$ cat config.mk
export PLATFORM = sky130hd
export DESIGN_NAME = mmie_exec
export DESIGN_NICKNAME = d
export VERILOG_FILES = /design/src/rtl/mmie_pkg.sv /design/src/rtl/mmie_product_reg.sv /design/src/rtl/mmie_exec.sv
export SDC_FILE = /design/constraint.sdc
export NUM_CORES = 1
export LEC_CHECK = 0
export BUFFER_PORTS_ARGS = -buffer_cell sky130_fd_sc_hd__buf_4
export CAP_MARGIN = 30
export CORE_ASPECT_RATIO = 0.7
export CORE_MARGIN = 5
export CORE_UTILIZATION = 30
export CTS_CLUSTER_DIAMETER = 40
export DETAILED_ROUTE_END_ITERATION = 10
export GPL_TIMING_DRIVEN = 0
export SLEW_MARGIN = 20
export SYNTH_ARGS = -nofsm -noshare
export SYNTH_HDL_FRONTEND = slang
export SYNTH_SLANG_ARGS = --single-unit
$ cat constraint.sdc
create_clock -name core_clk -period 6.3 [get_ports core_clk]
set_input_delay 0.315 -clock core_clk [delete_from_list [all_inputs] [get_ports core_clk]]
set_output_delay 0.315 -clock core_clk [all_outputs]
set_load 0.005 [all_outputs]
$ cat src/rtl/mmie_pkg.sv
package mmie_pkg;

    // instruction word fields, address map, widths and reset values
    localparam int          INSTR_W          = 16;
    localparam logic [6:0]  STORE_OPCODE     = 7'h37;
    localparam int          STORE_OP_MSB     = 15;
    localparam int          STORE_OP_LSB     = 9;
    localparam int          ACCESS_BIT       = 8;
    localparam logic [7:0]  MULT_OPCODE      = 8'h0d;
    localparam int          MULT_OP_MSB      = 15;
    localparam int          MULT_OP_LSB      = 8;
    localparam logic [7:0]  INDEXED_MAX_ADDR = 8'h5f;
    localparam logic [3:0]  ACCESS_BANK_LOW  = 4'h0;
    localparam logic [3:0]  ACCESS_BANK_HIGH = 4'hf;
    localparam logic [7:0]  ACCESS_SPLIT     = 8'h60;
    localparam logic [7:0]  WREG_RESET       = 8'h00;
    localparam logic [15:0] PRODUCT_RESET    = 16'h0000;
    localparam logic [1:0]  PHASE_RESET      = 2'h0;
    localparam logic [15:0] INSTR_RESET      = 16'h0000;
    localparam int          LITERAL_W        = 8;

    typedef enum logic [1:0]
    {
        MMIE_Q1 = 2'b00,
        MMIE_Q2 = 2'b01,
        MMIE_Q3 = 2'b10,
        MMIE_Q4 = 2'b11
    } mmie_phase_e;

    typedef struct packed
    {
        logic        en;
        logic        indexed;
        logic [11:0] addr;
        logic [7:0]  data;
    } mmie_file_write_s;

    typedef struct packed
    {
        logic [7:0] high;
        logic [7:0] low;
    } mmie_product_s;

endpackage

$ cat src/rtl/mmie_product_reg.sv
`timescale 1ns/1ps
`default_nettype none
module mmie_product_reg
(
    input  wire logic                   core_clk,
    input  wire logic                   reset,
    input  wire logic                   load,
    input  wire mmie_pkg::mmie_product_s next_product,
    output var  mmie_pkg::mmie_product_s product
);
    import mmie_pkg::*;

    always_ff @(posedge core_clk)
    begin
        if (reset)
            product <= PRODUCT_RESET;
        else if (load)
            product <= next_product;
    end
endmodule
`default_nettype wire

$ cat src/rtl/mmie_exec.sv
// How it works
// - store opcode writes working register to file
// - eight-bit file address field in word
// - access bit zero selects access bank
// - access bit one uses bank select register
// - access, extended, address <=95: indexed literal offset
// - multiply opcode: unsigned working times literal
// - product high and low bytes stored
// - no overflow or carry indication produced
// - zero product is never flagged
`timescale 1ns/1ps
`default_nettype none
module mmie_exec
(
    input  wire logic                      core_clk,
    input  wire logic                      reset,
    input  wire logic [15:0]               instr,
    input  wire logic                      instr_valid,
    input  wire logic [7:0]                wreg_in,
    input  wire logic [3:0]                bank_select_register,
    input  wire logic                      extended_set_en,
    output logic      [1:0]                phase,
    output logic                           instr_done,
    output mmie_pkg::mmie_file_write_s     file_write,
    output mmie_pkg::mmie_product_s        product
);
    import mmie_pkg::*;

    mmie_phase_e      state;
    logic [15:0]      instr_q;
    logic             is_store;
    logic             is_mult;
    logic [7:0]       operand;
    logic [15:0]      result;
    logic [11:0]      next_addr;
    logic             next_indexed;
    logic             prod_load;
    mmie_product_s    next_product;
    logic             access_sel;
    logic [7:0]       file_field;
    logic [7:0]       mult_literal;
    // running sums of the shift-and-add array, one more entry than literal bits
    wire logic [15:0] partial_sum [LITERAL_W + 1];

    // refuse package edits that the decode slices or the multiplier array cannot serve
    if (STORE_OP_MSB != INSTR_W - 1 || MULT_OP_MSB != INSTR_W - 1)
    begin : g_bad_opcode_top
        $error("opcode fields must start at the top of the instruction word");
    end

    if (STORE_OP_MSB - STORE_OP_LSB + 1 != $bits(STORE_OPCODE) ||
        MULT_OP_MSB - MULT_OP_LSB + 1 != $bits(MULT_OPCODE))
    begin : g_bad_opcode_width
        $error("opcode slices must match the opcode constants in width");
    end

    if (ACCESS_BIT < LITERAL_W || ACCESS_BIT >= STORE_OP_LSB)
    begin : g_bad_access_bit
        $error("access select must sit between the file field and the store opcode");
    end

    if (INDEXED_MAX_ADDR >= ACCESS_SPLIT)
    begin : g_bad_split
        $error("indexed window must stay below the access bank split");
    end

    if ($bits(ACCESS_BANK_LOW) + LITERAL_W != $bits(next_addr))
    begin : g_bad_addr_width
        $error("bank bits and file field must fill the file address");
    end

    if (2 * LITERAL_W != $bits(mmie_product_s))
    begin : g_bad_product
        $error("product pair must be twice the literal width");
    end

    if ($bits(instr) != INSTR_W)
    begin : g_bad_instr_width
        $error("instruction port must match the instruction word width");
    end

    if ($bits(wreg_in) != LITERAL_W)
    begin : g_bad_wreg_width
        $error("working register must match the literal width");
    end

    // free-running phase counter; an instruction is latched at Q1
    always_ff @(posedge core_clk)
    begin
        if (reset)
            state <= MMIE_Q1;
        else
        begin
            unique case (state)
                MMIE_Q1: state <= MMIE_Q2;
                MMIE_Q2: state <= MMIE_Q3;
                MMIE_Q3: state <= MMIE_Q4;
                MMIE_Q4: state <= MMIE_Q1;
            endcase
        end
    end

    // phase has a flop of its own so the output never comes from decode logic
    always_ff @(posedge core_clk)
    begin
        if (reset)
            phase <= PHASE_RESET;
        else
            phase <= state + 2'h1;
    end

    // Q1 decode: the word is latched whole so later phases never look at the input
    always_ff @(posedge core_clk)
    begin
        if (reset)
            instr_q <= INSTR_RESET;
        else if (state == MMIE_Q1)
            instr_q <= instr;
    end

    always_ff @(posedge core_clk)
    begin
        if (reset)
        begin
            is_store <= 1'b0;
            is_mult  <= 1'b0;
        end
        else if (state == MMIE_Q1)
        begin
            is_store <= instr_valid && (instr[STORE_OP_MSB:STORE_OP_LSB] == STORE_OPCODE);
            is_mult  <= instr_valid && (instr[MULT_OP_MSB:MULT_OP_LSB] == MULT_OPCODE);
        end
    end

    // field views of the latched word; the file field and the literal share the low byte
    assign access_sel   = instr_q[ACCESS_BIT];
    assign file_field   = instr_q[LITERAL_W - 1:0];
    assign mult_literal = instr_q[LITERAL_W - 1:0];

    // Q2 operand read: working register sampled once, never written here
    always_ff @(posedge core_clk)
    begin
        if (reset)
            operand <= WREG_RESET;
        else if (state == MMIE_Q2)
            operand <= wreg_in;
    end

    // shift-and-add array, one row per literal bit; the top row is the finished product
    assign partial_sum[0] = 16'h0000;
    for (genvar b = 0; b < LITERAL_W; b++)
    begin : g_row
        assign partial_sum[b + 1] = partial_sum[b] + (mult_literal[b] ? (16'(operand) << b) : 16'h0000);
    end

    // Q3 process; 8x8 unsigned never exceeds 16 bits, so no carry is formed
    always_ff @(posedge core_clk)
    begin
        if (reset)
            result <= PRODUCT_RESET;
        else if (state == MMIE_Q3)
            result <= partial_sum[LITERAL_W];
    end

    // indexed mode only flags the write; the address is still reported in access-bank form
    always_comb
    begin
        next_indexed = 1'b0;
        if (!access_sel && extended_set_en && (file_field <= INDEXED_MAX_ADDR))
            next_indexed = 1'b1;
    end

    // low part of the access bank is core memory, the upper part is the special-function page
    always_comb
    begin
        if (access_sel)
            next_addr = {bank_select_register, file_field};
        else if (file_field < ACCESS_SPLIT)
            next_addr = {ACCESS_BANK_LOW, file_field};
        else
            next_addr = {ACCESS_BANK_HIGH, file_field};
    end

    // Q4 write back
    always_ff @(posedge core_clk)
    begin
        if (reset)
            file_write <= '0;
        else if (state == MMIE_Q4 && is_store)
        begin
            file_write.en      <= 1'b1;
            file_write.indexed <= next_indexed;
            file_write.addr    <= next_addr;
            file_write.data    <= operand;
        end
        else
            file_write.en <= 1'b0;
    end

    // done marks the cycle in which the write strobe or the new product is visible
    always_ff @(posedge core_clk)
    begin
        if (reset)
            instr_done <= 1'b0;
        else
            instr_done <= (state == MMIE_Q4) && (is_store || is_mult);
    end

    assign prod_load         = (state == MMIE_Q4) && is_mult;
    assign next_product.high = result[15:8];
    assign next_product.low  = result[7:0];

    // the product pair sits in its own register so it holds across every other instruction
    mmie_product_reg u_product
    (
        .core_clk     (core_clk),
        .reset        (reset),
        .load         (prod_load),
        .next_product (next_product),
        .product      (product)
    );
endmodule
`default_nettype wire

==> results.json <==
{
  "min_period_ns": 4.84,
  "grt_start_max_net_pins": 15,
  "htreeDepth": 3,
  "synth_warnings": 0,
  "synth_xor_area_share_pct": 0.737,
  "max_cap_violations": 0,
  "cts_inserted_buffers": 9,
  "maxSlewViolCount": 0,
  "synth_compound_area_share_pct": 9.13,
  "final.setup.tns_ns": 0,
  "worst-endpoint-arrival_ns": 5.07,
  "synth_top_flop_cell": "sky130_fd_sc_hd__dfxtp_1",
  "p_sw_share_pct": 30.6,
  "postRouteAntennaNets": 0,
  "globalRouteTotalUtil_pct": 14.1,
  "cts_setup_buffers": 0,
  "detail_route.iter0.violations": 116,
  "hold_viol": 0,
  "antenna_found_initial": 0,
  "worst_min_path_class": "in2reg",
  "initial_drt_pass_iterations": 4,
  "placement_rows": 38,
  "path_cells": "clkbuf_1 > and2_1 > fa_1 > inv_1 > fa_1 > inv_1 > fa_1 > inv_1 > fa_1 > inv_1 > ha_1 > a21o_1 > a22o_4 > o41ai_4 > nor2_1 > a2111oi_2",
  "total_number_of_nets_in_the_final_design": 723,
  "insertedDiodeCount": 0,
  "wl_um": 12400,
  "core-area_um2": 15500,
  "synth_seq_area_share_pct": 32.4,
  "post_drt_wl_per_cell_um": 15.1,
  "power.switching_w": 0.000446,
  "remaining_drc_errors": 0,
  "synth_top_family_by_area": "adder cells",
  "vias": 3846,
  "design_power_total_w": 0.00146,
  "via_count_of_the_first_global_routing_pass": 4188,
  "crit_family": "adder cells",
  "period_share_pct": 76.9,
  "p_leak_nw": 2.68,
  "critical_path_required_ns": 6.53,
  "cts_root_cell": "sky130_fd_sc_hd__clkbuf_16",
  "timing_worst_slew_pin_value_ns": 0.732,
  "irDropWorstVdd_mv": 0.133,
  "start_util_pct": 30.7,
  "yosys_register_bits": 77,
  "final_layout_size_suffix_gt1_share_pct": 15.0,
  "synth-adder-area-share_pct": 25.5,
  "muxShareOfSynthArea_pct": 5.68,
  "die_height_um": 115,
  "postSynthNetCount": 641,
  "synth_cell_type_count": 35,
  "clockPowerShare_pct": 38.3,
  "post_cts.resized_instances": 0,
  "clock_skew_ns": 0.00870,
  "clock_tree_from_tritoncts": "done",
  "cp_max_fo": 10,
  "synth_simple_gate_area_share_pct": 20.9,
  "port_buffers": 71,
  "power.share.sequential_pct": 37.3,
  "critical_setup_path_kind": "reg2reg",
  "synthesis.instances": 535,
  "holdBufCountCts": 0,
  "number_of_buffer_and_inverter_instances_along_the_worst_setup_path": 5,
  "syn_area_per_cell_um2": 8.89,
  "synth_area_um2": 4750,
  "grt_overflow": 0,
  "path_clk_slew_ns": 0.06,
  "outcome": "finished, final reports clean",
  "cpMaxStageDelayCell": "sky130_fd_sc_hd__fa_1",
  "intPower_w": 0.00101,
  "detailed_place_hpwl_um": 9740,
  "max-slew-margin-rel_pct": 51.2,
  "place_congestion": 0.825,
  "die_width_um": 160,
  "grt_setup_unrepaired": "false",
  "clkSinkCount": 77,
  "synth-async-reset-ratio_pct": 0,
  "power.density_cell_area_nw_per_um2": 249,
  "post_drt_via_cell_ratio": 4.68,
  "dieArea_um2": 18500,
  "setup_viol_count_final": 0,
  "clock_latency_ns": 0.34,
  "cp_slowest_stage_delay_ns": 0.53,
  "ctsLongestPathBuffers": 2,
  "fmax_mhz": 206,
  "cp-end-kind": "flop",
  "startpoint_type": "flop",
  "area_growth_syn_to_layout_pct": 23.2,
  "number_of_enable_type_register_cells_in_the_synthesized_netlist": 0,
  "first_pass_grt_wire_length_um": 20800,
  "number_of_top_level_pins": 73,
  "comb_power_share_pct": 24.4
}
[cell usage after synthesis, types with 2 or more instances]
library cell	count	area (µm²)
sky130_fd_sc_hd__nand2_1	90	338
sky130_fd_sc_hd__o311ai_0	2	17.5
sky130_fd_sc_hd__nor2_1	41	154
sky130_fd_sc_hd__and2_1	51	319
sky130_fd_sc_hd__and3_1	3	18.8
sky130_fd_sc_hd__o21ai_0	4	20.0
sky130_fd_sc_hd__inv_1	36	135
sky130_fd_sc_hd__fa_1	38	761
sky130_fd_sc_hd__clkbuf_1	27	101
sky130_fd_sc_hd__mux2i_1	27	270
sky130_fd_sc_hd__dfxtp_1	77	1540
sky130_fd_sc_hd__a211oi_1	3	22.5
sky130_fd_sc_hd__ha_1	36	450
sky130_fd_sc_hd__a21o_1	4	30.0
sky130_fd_sc_hd__nor2b_1	6	37.5
sky130_fd_sc_hd__nor3_1	7	35.0
sky130_fd_sc_hd__a31oi_1	5	31.3
sky130_fd_sc_hd__nand2b_1	2	12.5
sky130_fd_sc_hd__nand3_1	5	25.0
sky130_fd_sc_hd__buf_1	6	22.5
sky130_fd_sc_hd__a21oi_1	49	245
sky130_fd_sc_hd__xnor2_1	3	26.3
[stage by stage]
stage / setup WS [ns] / cells / area [µm²] / hold WS (ns) / util (%)
finish: 1.46 / 821 / 5860 / 0.212 / 37.8
global route: 1.17 / 821 / 5860 / 0.216 / 37.8
CTS: 1.44 / 821 / 5860 / 0.201 / 37.8
detailed placement: 1.44 / 806 / 5540 / 0.446 / 35.7
global placement: 1.55 / 806 / 5540 / 0.443 / 35.7
floorplan: 1.86 / 535 / 4750 / 0.427 / -
[kinds of logic after synthesis]
kind of cell	Yosys count
AND/OR/NAND/NOR	212
flip-flops	77
adder cells (fa/ha/maj)	74
AO/OA/AOI/OAI	71
buffers and inverters	70
multiplexers	27
XOR/XNOR	4
[metal layers]
layer	routed length (µm)	GRT usage (%)	vias up
li1	-	-	1894
met1	6190	19.3	1826
met2	5030	21.0	114
met3	1010	5.91	12
met4	132	3.15	0
met5	0	0	-
[area by class of cell]
| cell class | count | area (µm²) |
|---|---|---|
| Buffer | 34 | 131 |
| Clock buffer | 9 | 225 |
| Clock inverter | 6 | 93.8 |
| Fill cell | 1580 | 9640 |
| Inverter | 36 | 135 |
| Multi-Input combinational cell | 388 | 2950 |
| Sequential cell | 77 | 1540 |
| Tap cell | 200 | 250 |
| Timing Repair Buffer | 71 | 533 |
[worst min-delay path, cell delays in order]
cell and delay [ns]:
sky130_fd_sc_hd__buf_4 0.08, sky130_fd_sc_hd__mux2i_1 0.05, sky130_fd_sc_hd__nor2_1 0.07
[final timing paths]
| check | slack [ns] | cells past startpoint | from | endpoint |
|---|---|---|---|---|
| max | 1.46 | 16 | instr_q[2] | next_product[15] |
| min | 0.21 | 3 | wreg_in[3] | operand[3] |
| max reg2reg | 1.46 | 16 | instr_q[2] | next_product[15] |
| min reg2reg | 0.45 | 2 | next_product[4] | u_product.product[4] |
[cells in the final DEF (no fill, tap or decap), types with 2 or more instances in the layout]
master,Yosys,final
sky130_fd_sc_hd__o21ai_0,4,4
sky130_fd_sc_hd__fa_1,38,38
sky130_fd_sc_hd__inv_6,0,2
sky130_fd_sc_hd__ha_1,36,36
sky130_fd_sc_hd__a211oi_1,3,3
sky130_fd_sc_hd__nand2b_1,2,2
sky130_fd_sc_hd__nand2_1,90,90
sky130_fd_sc_hd__and3_1,3,3
sky130_fd_sc_hd__buf_4,1,72
sky130_fd_sc_hd__a31oi_1,5,5
sky130_fd_sc_hd__clkbuf_16,0,9
sky130_fd_sc_hd__dfxtp_1,77,77
sky130_fd_sc_hd__inv_1,36,36
sky130_fd_sc_hd__a21o_1,4,4
sky130_fd_sc_hd__xnor2_1,3,3
sky130_fd_sc_hd__nand3_1,5,5
sky130_fd_sc_hd__a21oi_1,49,49
sky130_fd_sc_hd__bufinv_16,0,2
sky130_fd_sc_hd__mux2i_1,27,27
sky130_fd_sc_hd__nor2b_1,6,6
sky130_fd_sc_hd__nor3_1,7,7
sky130_fd_sc_hd__and2_1,51,51
sky130_fd_sc_hd__clkbuf_1,27,27
sky130_fd_sc_hd__buf_1,6,6
sky130_fd_sc_hd__nor2_1,41,41
sky130_fd_sc_hd__o311ai_0,2,2
[sequential cells by signal, summed over array words and instances (netlist names)]
| register | cells |
|---|---|
| is_store | 1 |
| u_product.product | 16 |
| instr_done | 1 |
| file_write | 22 |
| instr_q | 9 |
| phase | 1 |
| next_product | 16 |
| state | 2 |
| is_mult | 1 |
| operand | 8 |
[power groups by stage]
stage	registers (W)	logic, W	clock network, W
floorplan	0.000544	0.000257	0
global placement	0.000553	0.000345	0
detailed placement	0.000554	0.000359	0
CTS	0.000543	0.000359	0.000571
global route	0.000548	0.000403	0.000589
finish	0.000543	0.000355	0.000558
(Power assumes the default switching activity.)
